$ cat src/fsec_pkg.sv
// Shared constants, enumerations and carriers of the flash sector ECC controller
package fsec_pkg;

   // ----------------------------------------------------------------------
   // Geometry
   // ----------------------------------------------------------------------
   localparam int          ADDR_W     = 18;                // Byte address bits of the largest array
   localparam int          LINE_SHIFT = 4;                 // 16 bytes per protected line
   localparam int          LINE_AW    = ADDR_W - LINE_SHIFT;
   localparam int          LINE_W     = 128;
   localparam int          ECC_W      = 8;
   localparam int          WORD_W     = 32;
   localparam int          WSEL_W     = 2;
   localparam int          SECT_W     = 5;
   localparam logic [7:0]  ECC_ERASED = 8'hFF;

   localparam logic [31:0] FLASH_64K     = 32'h0001_0000;
   localparam logic [31:0] FLASH_128K    = 32'h0002_0000;
   localparam logic [31:0] FLASH_256K    = 32'h0004_0000;
   localparam logic [31:0] SECT_SMALL    = 32'h0000_2000;
   localparam logic [31:0] SECT_BIG      = 32'h0001_0000;
   localparam logic [31:0] BIG_BASE      = 32'h0001_0000;
   localparam logic [31:0] HI_SMALL_BASE = 32'h0003_0000;
   localparam logic [31:0] BOOT_SIZE     = 32'h0000_2000;
   localparam logic [31:0] BOOT_ALIAS    = 32'h7FFF_E000;
   localparam logic [31:0] VEC_SIZE      = 32'h0000_0040;

   localparam logic [SECT_W-1:0] LAST_SECT_64K  = 5'h07;
   localparam logic [SECT_W-1:0] LAST_SECT_128K = 5'h0F;
   localparam logic [SECT_W-1:0] LAST_SECT_256K = 5'h11;
   localparam logic [SECT_W-1:0] LAST_LOW_SECT  = 5'h07;
   localparam logic [SECT_W-1:0] FIRST_BIG_SECT = 5'h08;
   localparam logic [SECT_W-1:0] FIRST_HI_SECT  = 5'h0A;

   // ----------------------------------------------------------------------
   // Enumerations
   // ----------------------------------------------------------------------
   typedef enum logic [1:0] {SZ_64K = 2'b00, SZ_128K = 2'b01, SZ_256K = 2'b10} fsec_size_t;
   typedef enum logic [1:0] {OP_PROG = 2'b00, OP_ERASE = 2'b01, OP_GO = 2'b10} fsec_op_t;
   typedef enum logic [2:0] {
      ST_OK       = 3'b000,
      ST_BOOT     = 3'b001,
      ST_BAD_ADDR = 3'b010,
      ST_ECC_USED = 3'b011
   } fsec_status_t;
   typedef enum logic [2:0] {
      S_IDLE    = 3'b000,
      S_FETCH   = 3'b001,
      S_CAPTURE = 3'b010,
      S_PROG    = 3'b011,
      S_ERASE   = 3'b100
   } fsec_state_t;

   // ----------------------------------------------------------------------
   // Carriers
   // ----------------------------------------------------------------------
   typedef struct packed {
      fsec_op_t          op;
      logic [31:0]       addr;   // Byte address, or sector number for an erase
      logic [LINE_W-1:0] data;   // One whole aligned line for a program
   } fsec_cmd_t;

   typedef struct packed {
      logic               rdEn;
      logic               wrEn;
      logic               erEn;       // Erases data and ECC bytes together
      logic [LINE_AW-1:0] line;
      logic [LINE_AW:0]   eraseLines;
      logic [LINE_W-1:0]  wrData;
      logic [ECC_W-1:0]   wrEcc;
   } fsec_arr_t;

   typedef struct packed {
      logic              fixed;
      logic              uncorr;
      logic [LINE_W-1:0] data;
   } fsec_dec_t;

endpackage

$ cat src/fsec_controller.sv
// Flash access controller: line ECC, sector decode, boot block guard and remap
`timescale 1ns/100ps
`default_nettype none
// Summary of operation
// [RQ1] One ECC byte protects each aligned 128-bit flash line.
// [RQ2] ECC byte index is byte address divided by sixteen.
// [RQ3] Hamming code corrects any single-bit error in a line; in the code an erased line (ECC 0xFF) holds no valid ECC and is not corrected.
// [RQ4] Every read fetches the whole line plus its ECC byte.
// [RQ5] A single-bit error is corrected before data returns to the CPU.
// [RQ6] Every line program stores the ECC computed from the written data.
// [RQ7] ECC storage is never readable or writable by user code.
// [RQ8] Erasing a sector also erases all its ECC bytes.
// [RQ9] A written ECC byte is not rewritten until its sector is erased.
// [RQ10] Software programs only whole aligned 16-byte groups.
// [RQ11] No flash reads are served during erase or program.
// [RQ12] Sectors 0 to 7 are 8 kB from zero in every size.
// [RQ13] 128 kB array: sectors 0 to 15 are 8 kB each.
// [RQ14] 256 kB array: sectors 8 and 9 are 64 kB at 0x10000, 0x20000.
// [RQ15] 256 kB array: sectors 10 to 17 are 8 kB from 0x30000.
// [RQ16] Top 8 kB is the boot block, not available to user code.
// [RQ17] Program, erase and go aimed at the boot block are rejected.
// [RQ18] Software masks interrupts or runs vectors from RAM while flash is busy.
// [RQ19] After reset the boot block vectors are the active ones.
// [RQ20] After reset the boot block is also visible from 0x7FFFE000.
// [RQ21] After reset boot block's low 64 bytes overlay address zero until disabled.
// [RQ22] An uncorrectable line is returned raw without stalling.
// [RQ23] An erased line with erased ECC reads back uncorrected.
module fsec_controller (
   input  wire logic                       clk,
   input  wire logic                       reset,
   input  wire logic                       clkEn,
   input  wire fsec_pkg::fsec_size_t       sizeSel,
   input  wire logic                       overlayOff,
   input  wire logic                       rdReq,
   input  wire logic [31:0]                rdAddr,
   output logic                            rdReady,
   output logic                            rdValid,
   output logic [fsec_pkg::WORD_W-1:0]     rdData,
   output logic                            eccFixed,
   output logic                            eccUncorr,
   input  wire logic                       cmdValid,
   input  wire fsec_pkg::fsec_cmd_t        cmd,
   output logic                            cmdReady,
   output logic                            cmdDone,
   output fsec_pkg::fsec_status_t          cmdStatus,
   output fsec_pkg::fsec_arr_t             arrReq,
   input  wire logic [fsec_pkg::LINE_W-1:0] arrRdData,
   input  wire logic [fsec_pkg::ECC_W-1:0]  arrRdEcc,
   input  wire logic                       arrDone
);

   // ----------------------------------------------------------------------
   // Hamming code over one line
   // ----------------------------------------------------------------------
   // Data bit i sits at the i-th non power of two position; 8 check bits reach 255
   function automatic logic [fsec_pkg::ECC_W-1:0] hamEnc(input logic [fsec_pkg::LINE_W-1:0] d);
      logic [fsec_pkg::ECC_W-1:0] c;
      int                         p;
      c = '0;
      p = 2;
      for (int i = 0; i < fsec_pkg::LINE_W; i++) begin
         p = p + 1;
         if ((p & (p - 1)) == 0) begin
            p = p + 1;
         end
         if (d[i]) begin
            c = c ^ p[7:0]; // [RQ3]
         end
      end
      return c;
   endfunction

   function automatic fsec_pkg::fsec_dec_t hamDec(input logic [fsec_pkg::LINE_W-1:0] d,
                                                  input logic [fsec_pkg::ECC_W-1:0] e);
      fsec_pkg::fsec_dec_t        r;
      logic [fsec_pkg::ECC_W-1:0] s;
      logic                       hit;
      int                         p;
      r.data   = d;
      r.fixed  = 1'b0;
      r.uncorr = 1'b0;
      hit      = 1'b0;
      p        = 2;
      s        = e ^ hamEnc(d);
      if (d == '1 && e == fsec_pkg::ECC_ERASED) begin
         return r; // [RQ23]
      end
      for (int i = 0; i < fsec_pkg::LINE_W; i++) begin
         p = p + 1;
         if ((p & (p - 1)) == 0) begin
            p = p + 1;
         end
         if (s != '0 && p[7:0] == s) begin
            r.data[i] = ~d[i]; // [RQ5]
            hit       = 1'b1;
         end
      end
      if (s != '0) begin
         // Syndrome beyond the last data position cannot be mapped: leave raw
         if (hit || (s & (s - 8'h01)) == '0) begin
            r.fixed = 1'b1;
         end else begin
            r.uncorr = 1'b1; // [RQ22]
         end
      end
      return r;
   endfunction

   // ----------------------------------------------------------------------
   // Array geometry
   // ----------------------------------------------------------------------
   logic [31:0]                 flashTop;
   logic [31:0]                 bootBase;
   logic [31:0]                 sectBase;
   logic [31:0]                 sectLen;
   logic                        sectOk;
   logic [fsec_pkg::SECT_W-1:0] sectNum;

   assign sectNum = cmd.addr[fsec_pkg::SECT_W-1:0];

   always_comb begin
      case (sizeSel)
         fsec_pkg::SZ_64K:  flashTop = fsec_pkg::FLASH_64K;
         fsec_pkg::SZ_128K: flashTop = fsec_pkg::FLASH_128K;
         default:           flashTop = fsec_pkg::FLASH_256K;
      endcase
   end

   assign bootBase = flashTop - fsec_pkg::BOOT_SIZE; // [RQ16]

   always_comb begin
      sectBase = 32'(sectNum) * fsec_pkg::SECT_SMALL; // [RQ12] [RQ13]
      sectLen  = fsec_pkg::SECT_SMALL;
      sectOk   = cmd.addr[31:fsec_pkg::SECT_W] == '0;
      case (sizeSel)
         fsec_pkg::SZ_64K:  sectOk = sectOk && sectNum <= fsec_pkg::LAST_SECT_64K;
         fsec_pkg::SZ_128K: sectOk = sectOk && sectNum <= fsec_pkg::LAST_SECT_128K;
         default: begin
            sectOk = sectOk && sectNum <= fsec_pkg::LAST_SECT_256K;
            if (sectNum >= fsec_pkg::FIRST_HI_SECT) begin
               sectBase = fsec_pkg::HI_SMALL_BASE
                          + 32'(sectNum - fsec_pkg::FIRST_HI_SECT) * fsec_pkg::SECT_SMALL; // [RQ15]
            end else if (sectNum >= fsec_pkg::FIRST_BIG_SECT) begin
               sectBase = fsec_pkg::BIG_BASE
                          + 32'(sectNum - fsec_pkg::FIRST_BIG_SECT) * fsec_pkg::SECT_BIG; // [RQ14]
               sectLen  = fsec_pkg::SECT_BIG;
            end
         end
      endcase
   end

   // ----------------------------------------------------------------------
   // Request acceptance and checks
   // ----------------------------------------------------------------------
   fsec_pkg::fsec_state_t  stateQ;
   logic                   overlayQ;
   logic [31:0]            rdMapped;
   logic                   rdTake;
   logic                   cmdTake;
   logic                   cmdInBoot;
   logic                   cmdBadAddr;
   fsec_pkg::fsec_status_t cmdVerdict;

   assign rdReady = stateQ == fsec_pkg::S_IDLE; // [RQ11]
   assign cmdReady = stateQ == fsec_pkg::S_IDLE && !rdReq;
   assign rdTake = rdReq && rdReady && clkEn;
   assign cmdTake = cmdValid && cmdReady && clkEn;

   // Aliases land in the real boot block, so ECC covers them as well
   always_comb begin
      rdMapped = rdAddr;
      if (rdAddr >= fsec_pkg::BOOT_ALIAS) begin
         rdMapped = bootBase + (rdAddr - fsec_pkg::BOOT_ALIAS); // [RQ20]
      end else if (overlayQ && rdAddr < fsec_pkg::VEC_SIZE) begin
         rdMapped = bootBase + rdAddr; // [RQ19] [RQ21]
      end
   end

   always_comb begin
      if (cmd.op == fsec_pkg::OP_ERASE) begin
         cmdBadAddr = !sectOk;
         cmdInBoot  = sectBase >= bootBase;
      end else begin
         cmdBadAddr = cmd.addr >= flashTop;
         cmdInBoot  = cmd.addr >= bootBase;
      end
      if (cmdBadAddr) begin
         cmdVerdict = fsec_pkg::ST_BAD_ADDR;
      end else if (cmdInBoot) begin
         cmdVerdict = fsec_pkg::ST_BOOT; // [RQ17]
      end else begin
         cmdVerdict = fsec_pkg::ST_OK;
      end
   end

   // ----------------------------------------------------------------------
   // Overlay of the boot vectors
   // ----------------------------------------------------------------------
   always_ff @(posedge clk) begin
      if (reset) begin
         overlayQ <= 1'b1; // [RQ21]
      end else if (clkEn && overlayOff) begin
         overlayQ <= 1'b0;
      end
   end

   // ----------------------------------------------------------------------
   // Sequencer
   // ----------------------------------------------------------------------
   logic                       isProgQ;
   logic [fsec_pkg::WSEL_W-1:0] wordSelQ;
   fsec_pkg::fsec_dec_t        dec;
   logic                       eccUsed;

   assign dec = hamDec(arrRdData, arrRdEcc); // [RQ4]
   assign eccUsed = arrRdEcc != fsec_pkg::ECC_ERASED;

   always_ff @(posedge clk) begin
      if (reset) begin
         stateQ    <= fsec_pkg::S_IDLE;
         isProgQ   <= 1'b0;
         wordSelQ  <= '0;
         arrReq    <= '0;
         cmdDone   <= 1'b0;
         cmdStatus <= fsec_pkg::ST_OK;
      end else if (clkEn) begin
         arrReq.rdEn <= 1'b0;
         arrReq.wrEn <= 1'b0;
         arrReq.erEn <= 1'b0;
         cmdDone     <= 1'b0;
         case (stateQ)
            fsec_pkg::S_IDLE: begin
               if (rdTake) begin
                  arrReq.rdEn <= 1'b1;
                  arrReq.line <= rdMapped[fsec_pkg::ADDR_W-1:fsec_pkg::LINE_SHIFT]; // [RQ1] [RQ2]
                  wordSelQ    <= rdMapped[fsec_pkg::LINE_SHIFT-1:fsec_pkg::WSEL_W];
                  isProgQ     <= 1'b0;
                  stateQ      <= fsec_pkg::S_FETCH;
               end else if (cmdTake && cmdVerdict != fsec_pkg::ST_OK) begin
                  cmdDone   <= 1'b1;
                  cmdStatus <= cmdVerdict; // [RQ17]
               end else if (cmdTake && cmd.op == fsec_pkg::OP_PROG) begin
                  // Read the line first so a used ECC byte is never overwritten
                  arrReq.rdEn   <= 1'b1;
                  arrReq.line   <= cmd.addr[fsec_pkg::ADDR_W-1:fsec_pkg::LINE_SHIFT]; // [RQ10]
                  arrReq.wrData <= cmd.data;
                  arrReq.wrEcc  <= hamEnc(cmd.data); // [RQ6]
                  isProgQ       <= 1'b1;
                  stateQ        <= fsec_pkg::S_FETCH;
               end else if (cmdTake && cmd.op == fsec_pkg::OP_ERASE) begin
                  arrReq.erEn       <= 1'b1; // [RQ8]
                  arrReq.line       <= sectBase[fsec_pkg::ADDR_W-1:fsec_pkg::LINE_SHIFT];
                  arrReq.eraseLines <= sectLen[fsec_pkg::ADDR_W:fsec_pkg::LINE_SHIFT];
                  stateQ            <= fsec_pkg::S_ERASE;
               end else if (cmdTake) begin
                  cmdDone   <= 1'b1;
                  cmdStatus <= fsec_pkg::ST_OK;
               end
            end
            fsec_pkg::S_FETCH: begin
               stateQ <= fsec_pkg::S_CAPTURE;
            end
            fsec_pkg::S_CAPTURE: begin
               if (!isProgQ) begin
                  stateQ <= fsec_pkg::S_IDLE;
               end else if (eccUsed) begin
                  cmdDone   <= 1'b1;
                  cmdStatus <= fsec_pkg::ST_ECC_USED; // [RQ9]
                  stateQ    <= fsec_pkg::S_IDLE;
               end else begin
                  arrReq.wrEn <= 1'b1;
                  stateQ      <= fsec_pkg::S_PROG;
               end
            end
            fsec_pkg::S_PROG, fsec_pkg::S_ERASE: begin
               if (arrDone) begin
                  cmdDone   <= 1'b1;
                  cmdStatus <= fsec_pkg::ST_OK;
                  stateQ    <= fsec_pkg::S_IDLE;
               end
            end
            default: begin
               stateQ <= fsec_pkg::S_IDLE;
            end
         endcase
      end
   end

   // ----------------------------------------------------------------------
   // Read answer; only the selected word of the corrected line leaves here
   // ----------------------------------------------------------------------
   always_ff @(posedge clk) begin
      if (reset) begin
         rdValid   <= 1'b0;
         rdData    <= '0;
         eccFixed  <= 1'b0;
         eccUncorr <= 1'b0;
      end else if (clkEn) begin
         rdValid <= stateQ == fsec_pkg::S_CAPTURE && !isProgQ;
         if (stateQ == fsec_pkg::S_CAPTURE && !isProgQ) begin
            rdData    <= dec.data[wordSelQ * fsec_pkg::WORD_W +: fsec_pkg::WORD_W]; // [RQ5] [RQ7]
            eccFixed  <= dec.fixed;
            eccUncorr <= dec.uncorr; // [RQ22]
         end
      end
   end
endmodule
`default_nettype wire

$ cat config.mk
export PLATFORM = sky130hd
export DESIGN_NAME = fsec_controller
export DESIGN_NICKNAME = d
export VERILOG_FILES = /design/src/fsec_pkg.sv /design/src/fsec_controller.sv
export SDC_FILE = /design/constraint.sdc
export NUM_CORES = 1
export LEC_CHECK = 0
export BUFFER_PORTS_ARGS = -buffer_cell sky130_fd_sc_hd__clkbuf_2
export CAP_MARGIN = 5
export CORE_AREA = 3 3 213 215
export DETAILED_ROUTE_END_ITERATION = 6
export DIE_AREA = 0 0 216 218
export PLACE_DENSITY = 0.6
export REMOVE_ABC_BUFFERS = 1
export SLEW_MARGIN = 20
export SYNTH_ARGS = -nofsm -noshare
export SYNTH_HDL_FRONTEND = slang
export SYNTH_SLANG_ARGS = --single-unit
$ cat constraint.sdc
create_clock -name clk -period 6.6 [get_ports clk]
set_clock_uncertainty 0.05 [all_clocks]
set_input_delay 1.32 -clock clk [delete_from_list [all_inputs] [get_ports clk]]
set_output_delay 1.32 -clock clk [all_outputs]
set_load 0.02 [all_outputs]
==> results of run 1 <==
==> sequential cells by signal (all words and copies together) (netlist names) <==
name,cells
arrReq,155
rdData,32
stateQ,3
cmdStatus,2
wordSelQ,2
cmdDone,1
eccFixed,1
eccUncorr,1
isProgQ,1
overlayQ,1
rdValid,1
==> report_power, final <==
part	leakage, nW	internal (mW)	switching [mW]	total (mW)
Sequential	1.61	1.23	0.0153	1.24
Clock	0.305	0.528	0.631	1.16
Combinational	6.36	2.79	5.13	7.92
Total	8.28	4.54	5.78	10.3
==> routing by layer <==
metal	track usage [%]	up-vias	wire length (um)
met5	0.938	-	77
met4	13.3	4	3390
met3	6.95	171	6320
met2	52.2	889	36100
met1	37.3	8285	29400
li1	-	7953	-
==> worst min path at each step <==
stage | end | depth (start not counted)
global route | overlayQ$_SDFFE_PP1P_ | 1
CTS | arrReq[36]$_SDFFE_PP0P_ | 2
floorplan | overlayQ$_SDFFE_PP1P_ | 1
global placement | overlayQ$_SDFFE_PP1P_ | 1
finish | arrReq[6]$_SDFFE_PP0P_ | 2
detailed placement | overlayQ$_SDFFE_PP1P_ | 1
==> cell families (layout without fill, tap and decap cells) <==
logic type | count (synthesis) | after routing
and+or+nand+nor | 708 | 708
xor gates and xnor gates | 615 | 615
AOI/OAI and AO/OA | 308 | 308
DFF | 200 | 200
buffers and inverters | 143 | 627
adders and majority gates | 42 | 42
muxes | 39 | 39
other | 2 | 20
==> tightest hold or removal path, stage by stage (launching register included) <==
cell and delay, ns:
dfxtp_1 0.32, nand2_1 0.05, a21oi_1 0.05
==> per-stage QoR <==
step | std cells | total power [mW] | hold WS, ns
final | 3151 | 10.3 | 0.406
after global routing | 3151 | 10.8 | 0.422
after CTS | 3150 | 10.1 | 0.407
after detailed placement | 3118 | 8.94 | 0.389
after global placement | 3118 | 8.86 | 0.381
after floorplan | 1953 | 6.36 | 0.368
==> cells in the mapped netlist (all sizes together), types with 3 or more instances <==
| cell type | number |
|---|---|
| a32oi | 3 |
| nor3b | 5 |
| a31oi | 5 |
| a211oi | 40 |
| a22oi | 3 |
| o22ai | 5 |
| nor3 | 26 |
| nand3 | 27 |
| mux2i | 7 |
| mux4 | 32 |
| dfxtp | 200 |
| xor2 | 65 |
| buf | 40 |
| clkbuf | 81 |
| a222oi | 10 |
| o21bai | 3 |
| a21oi | 173 |
| nor2b | 6 |
| nand2b | 6 |
| o21ai | 23 |
| a311oi | 3 |
| or2 | 6 |
| nand4 | 64 |
| a21o | 8 |
| inv | 21 |
| nor4 | 24 |
| a22o | 3 |
| a2111oi | 3 |
| o31ai | 3 |
| xnor2 | 497 |
| nand2 | 314 |
| nor2 | 218 |
| xor3 | 6 |
| or3 | 3 |
| xnor3 | 47 |
| ha | 40 |
==> area by class of cell <==
class | count | area (um^2) | area share, %
antenna | 1 | 2.50 | 0.0119
clock buffer | 17 | 425 | 2.02
clock inverter | 15 | 204 | 0.967
inverter | 22 | 82.6 | 0.392
multi-input combinational | 1731 | 12600 | 59.8
sequential | 200 | 4010 | 19.0
tap | 592 | 741 | 3.51
timing repair buffer | 573 | 3020 | 14.3
==> run summary, run 1 <==
status: finished, violations left
failing checks: DRC
Avg Inst Size Synth: 8.34 um^2
root buf cell: clkbuf_16
Final min period: 5.58 ns
largest delay contributor family on the critical path: XOR/XNOR gates
post-synthesis sequential area ratio: 23.3%
Worst path depth: 13
Cell Chain, Critical Path: clkbuf_2 > xnor3_1 > xnor2_2 > xnor3_1 > xnor2_2 > xor3_1 > nand4_1 > a22oi_1 > nor3_1 > nand4_1 > or4b_1 > o41ai_1 > nor2b_1
# Post-CTS Setup Buffers: 0
CTS resizes: 0
Worst EP arrival: 5.97 ns
HPWL Detailed: 60,900 um
Overflow after GRT: 0
Tcrit/Tclk final: 84.5%
Die ar.: 47,100 um^2
Peak VDD IR: 655 uV
Die Span Y: 218 um
Die X: 216 um
global-route wire length before repair: 108,000 um
share of cells above drive strength 1: 26.0%
Starting Density: 39.0%
area delta synth->final: 22.9%
Fill cells: 4,427
fmax: 179 MHz
Seq cells post-synth: 200
XOR/XNOR Fraction of Synth Area: 36.1%
RR Endpoint: arrReq[15]$_SDFFE_PP0P_
via count: 17,300
io pins: 548
Crit Path Max Fanout: 18
largest net degree at the start of global routing: 84
cts bufs inserted: 17
Pre-Repair DR Iteration Count: 7
Final Net Count: 2,925
Netlist cell types: 76
# hold bufs at CTS: 0
element type at the critical path start: input pin
DRT Wirelength: 75,200 um
crit-path max cell delay: 0.67 ns
vias per cell: 5.49
number of antenna violations at the first check in global routing: 3
hold path startpoint: arrReq[6]$_SDFFE_PP0P_
CTS tree: yes
Final Slew Violations: 0
Synth Flop Type: dfxtp_1
area post-placement: 20,500 um^2
wire length per cell: 23.9 um
CTS Buffer Depth: 2
Yosys warnings: 0
final core utilization: 48.0%
H-tree lvl count: 4
Core Rows: 77
Setup WS post-layout: 1.02 ns
design area: 21,100 um^2
maxcap violations: 0
Worst Setup SP: arrRdData[15]
RePlAce Congestion: 1.03
most frequent cells in the layout: 530 x clkbuf_2, 490 x xnor2_1, 313 x nand2_1
setup TNS: 0 ns
DRC errors left: 7
EDFF count, synth: 0
worst slew pin tran: 0.914 ns
Final Hold Fails: 0
commonest non-fill, non-tap cell in the layout: clkbuf_2
WP buf/inv: 1
CORE AREA: 43,900 um^2
leakage: 8.28 nW
Worst Path Required: 6.99 ns
worst reg2reg path startpoint: stateQ[2]$_SDFFE_PP0P_
largest family of logic cells by synthesized area: XOR/XNOR gates
Synth top area share: 25.1%
worst-skew pair later-pin latency: 0.51 ns
multiplexer share of the synthesized area: 4.61%
Synth Area in Simple Gates: 18.2%
Adder-Cell Fraction of Synth Area: 3.09%
Post-Syn Area: 17,200 um^2
dpl ws: 0.636 ns
compound-cell area share of the yosys netlist: 11.0%
Clock transition at path regs: 0.09 ns
Async SR Flop Fraction: 0%
Slowest-stage cell, CP: xor3_1
Tot GR Track Use: 30.7%
vias in the first global route: 16,600
largest area contributor in the netlist: xnor2_1
Rel. slew slack: 38.8%
R2R setup slack: 3.40 ns
Hold Path Class: reg2reg
Routed Antenna Nets: 0
Area contributors post-synth: xnor2_1 25%, dfxtp_1 23%, nand2_1 6.9%
Crit Path Class: in2reg
CP endpoint kind: flip-flop
Pwr Density: 490 nW/um^2
port bufs: 531
Setup-failing EPs final: 0
Initial DRC Count: 1,714
cells after synthesis: 2,057
CTS sink cnt: 200
Setup crit end: eccUncorr$_SDFFE_PP0P_
R2R depth: 9
unrepaired setup endpoints after global routing: no
Note: power is estimated with default switching activity, not from simulation.
==> run 2: changes to the inputs <==
Settings changed: ABC_AREA set to 1, CORE_AREA 3 3 213 215 to 3 3 215 217, DIE_AREA 0 0 216 218 to 0 0 218 220, PLACE_DENSITY 0.6 to 0.71.
Clock period 6.6 ns to 5.45 ns, I/O delays scaled along.
==> run summary, run 2 <==
Hold Path Class: reg2reg
Initial DRC Count: 2,868 (+67%)
root buf cell: clkbuf_16
Tot GR Track Use: 38.9% (+8.2 points)
cells after synthesis: 3,669 (+78%)
hold_ws: 0.420 ns (+0.0135 ns)
EDFF count, synth: 0 (unchanged)
Overflow after GRT: 0 (unchanged)
CTS resizes: 0 (unchanged)
Routed Antenna Nets: 0 (unchanged)
largest area contributor in the netlist: dfxtp_1
area post-placement: 25,000 um^2 (+22%)
Core Rows: 77 (unchanged)
worst slew pin tran: 0.930 ns (+0.0165 ns)
Final min period: 4.64 ns
Final Slew Violations: 0 (unchanged)
io pins: 548 (unchanged)
status: completed
Synth top area share: 18.2% (-6.9 points)
largest family of logic cells by synthesized area: simple AND/OR/NAND/NOR gates
cts bufs inserted: 17 (unchanged)
vias in the first global route: 23,300 (+40%)
HPWL Detailed: 79,500 um (+31%)
Hold Path End: rdValid$_SDFFE_PP0P_
Post-synth top cells: 863 x nand2_1, 458 x nor2_1, 356 x inv_1
worst reg2reg path startpoint: stateQ[1]$_SDFFE_PP0P_
compound-cell area share of the yosys netlist: 13.1% (+2.2 points)
Pwr Density: 298 nW/um^2 (-39%)
Setup-failing EPs final: 0 (unchanged)
Synth Area in Simple Gates: 36.5% (+18 points)
CTS Buffer Depth: 2 (unchanged)
Fill cells: 4,644 (+4.9%)
Final Net Count: 4,483 (+53%)
commonest non-fill, non-tap cell in the layout: nand2_1
Netlist cell types: 57 (-25%)
area occupied by multi-input gates: 15,800 um^2 (+25%)
Synth Flop Type: dfxtp_1
Largest Register: arrReq
worst-skew pair later-pin latency: 0.46 ns (-0.05 ns)
Async SR Flop Fraction: 0% (unchanged)
most used cell, CP: inv_1
DRT Wirelength: 97,700 um (+30%)
Post-Syn Area: 22,000 um^2 (+28%)
# hold bufs at CTS: 0 (unchanged)
Worst EP arrival: 4.98 ns (-0.99 ns)
hold path depth: 2 (unchanged)
Clock transition at path regs: 0.08 ns (about the same)
WP buf/inv: 8 (+7)
multiplexer share of the synthesized area: 0% (-4.6 points)
fmax: 216 MHz
CORE AREA: 44,300 um^2 (+0.88%)
biggest regs: arrReq: 155 flops, rdData: 32 flops, stateQ: 3 flops
Slowest-stage cell, CP: ha_1
Die X: 218 um (+0.93%)
count leader, synth: nand2_1
Die ar.: 48,000 um^2 (+1.9%)
port bufs: 531 (unchanged)
Worst Path Required: 5.79 ns (-1.20 ns)
Starting Density: 49.7% (+11 points)
wire length per cell: 20.7 um (-13%)
XOR/XNOR Fraction of Synth Area: 19.3% (-17 points)
# Post-CTS Setup Buffers: 0 (unchanged)
R2R depth: 13 (+4)
Final Hold Fails: 0 (unchanged)
area delta synth->final: 16.3%
largest delay contributor family on the critical path: compound AO/OA/AOI/OAI gates
leakage: 13.5 nW (+63%)
FF/Latch Area: 4010 um^2 (unchanged)
maxcap violations: 0 (unchanged)
Peak VDD IR: 192 uV (-71%)
vias per cell: 5.53 (+0.73%)
global-route wire length before repair: 141,000 um (+31%)
via count: 26,000 (+51%)
share of cells above drive strength 1: 17.3% (-8.7 points)
Pre-Repair DR Iteration Count: 6 (-1)
Yosys warnings: 0 (unchanged)
final core utilization: 57.8% (+9.8 points)
Adder-Cell Fraction of Synth Area: 2.36% (-0.73 points)
Crit Path Class: in2reg
setup TNS: 0 ns (unchanged)
Avg Inst Size Synth: 6.01 um^2 (-28%)
Setup WS post-layout: 0.811 ns (-0.210 ns)
hold path startpoint: rdValid$_SDFFE_PP0P_
Largest register FFs: 155 (unchanged)
RR Endpoint: stateQ[1]$_SDFFE_PP0P_
most frequent cells in the layout: 863 x nand2_1, 531 x clkbuf_2, 457 x nor2_1
R2R setup slack: 2.50 ns (-0.90 ns)
unrepaired setup endpoints after global routing: no
RePlAce Congestion: 1.11 (+7.4%)
Crit Path Max Fanout: 67 (+49)
dpl ws: 0.437 ns (-0.200 ns)
largest net degree at the start of global routing: 103 (+23%)
Rel. slew slack: 38.0% (-0.80 points)
Area contributors post-synth: dfxtp_1 18%, nand2_1 15%, xnor2_1 11%
element type at the critical path start: input pin
CP endpoint kind: flip-flop
Seq cells post-synth: 200 (unchanged)
CTS sink cnt: 200 (unchanged)
crit-path max cell delay: 0.30 ns (-0.37 ns)
design area: 25,600 um^2 (+22%)
post-synthesis sequential area ratio: 18.2% (-5.2 points)
number of antenna violations at the first check in global routing: 2 (-1)
DRC errors left: 0 (-7)
Die Span Y: 220 um (+0.92%)
CTS tree: yes
Tcrit/Tclk final: 85.1%
H-tree lvl count: 4 (unchanged)
==> run 2: cell type report <==
type                       instances  share of cell area (%)
sequential                       200                    15.6
multi-input combinational       2943                    61.7
timing repair buffer             570                    11.9
clock buffer                      18                    1.71
antenna                            1                 0.00977
clock inverter                    14                   0.689
inverter                         371                    5.47
tap                              592                    2.89
==> run 2: worst reg2reg max path: stages (launching register included) <==
cell	delay (ns)
dfxtp_1	0.34
inv_1	0.09
nand2_1	0.07
nor2_1	0.19
inv_1	0.12
nor2_1	0.11
nand2_1	0.35
inv_1	0.50
nor3_1	0.11
nand2_1	0.08
o21ai_0	0.08
nor3_1	0.47
nor2_1	0.07
a311oi_1	0.21
==> run 2: worst max-delay path by stage <==
stage,start,to,slack (ns),cells past startpoint
2_1_floorplan,cmd[132],arrReq[100]$_SDFFE_PP0P_,-4.25,24
3_3_place_gp,cmd[129],arrReq[88]$_SDFFE_PP0P_,0.52,25
3_5_place_dp,cmd[129],arrReq[88]$_SDFFE_PP0P_,0.44,25
4_1_cts,cmd[129],arrReq[88]$_SDFFE_PP0P_,0.86,25
5_1_grt,cmd[129],arrReq[88]$_SDFFE_PP0P_,0.37,25
6_report,cmd[129],arrReq[88]$_SDFFE_PP0P_,0.81,25
==> run 2: kinds of logic (layout without fill, tap and decap cells) <==
logic type / Yosys count / count (layout)
AOI/OAI and AO/OA: 543 / 543
xor gates and xnor gates: 485 / 485
adders and majority gates: 41 / 41
buffers and inverters: 543 / 973
DFF: 200 / 200
other: 2 / 20
and+or+nand+nor: 1855 / 1855
==> run 2: where the power goes <==
group,internal [mW],leakage (nW),switching (mW)
clock network,0.675,0.302,0.686
logic,1.49,11.5,3.15
registers,1.56,1.62,0.0597
==> run 2: metal layers <==
metal	share of wire, %	up-vias	wire [um]	global-route usage [%]
li1	-	12600	-	-
met1	38	11700	37400	48.1
met2	46	1454	44600	64.2
met3	9.8	278	9570	6.47
met4	6.3	2	6140	21.8
met5	0.0082	-	8	0
==> run 2: stage by stage <==
stage / total power [mW] / instances
floorplan: 4.68 / 3514
global placement: 6.12 / 4676
detailed placement: 6.17 / 4676
CTS: 7.52 / 4708
global route: 8.04 / 4709
finish: 7.63 / 4709
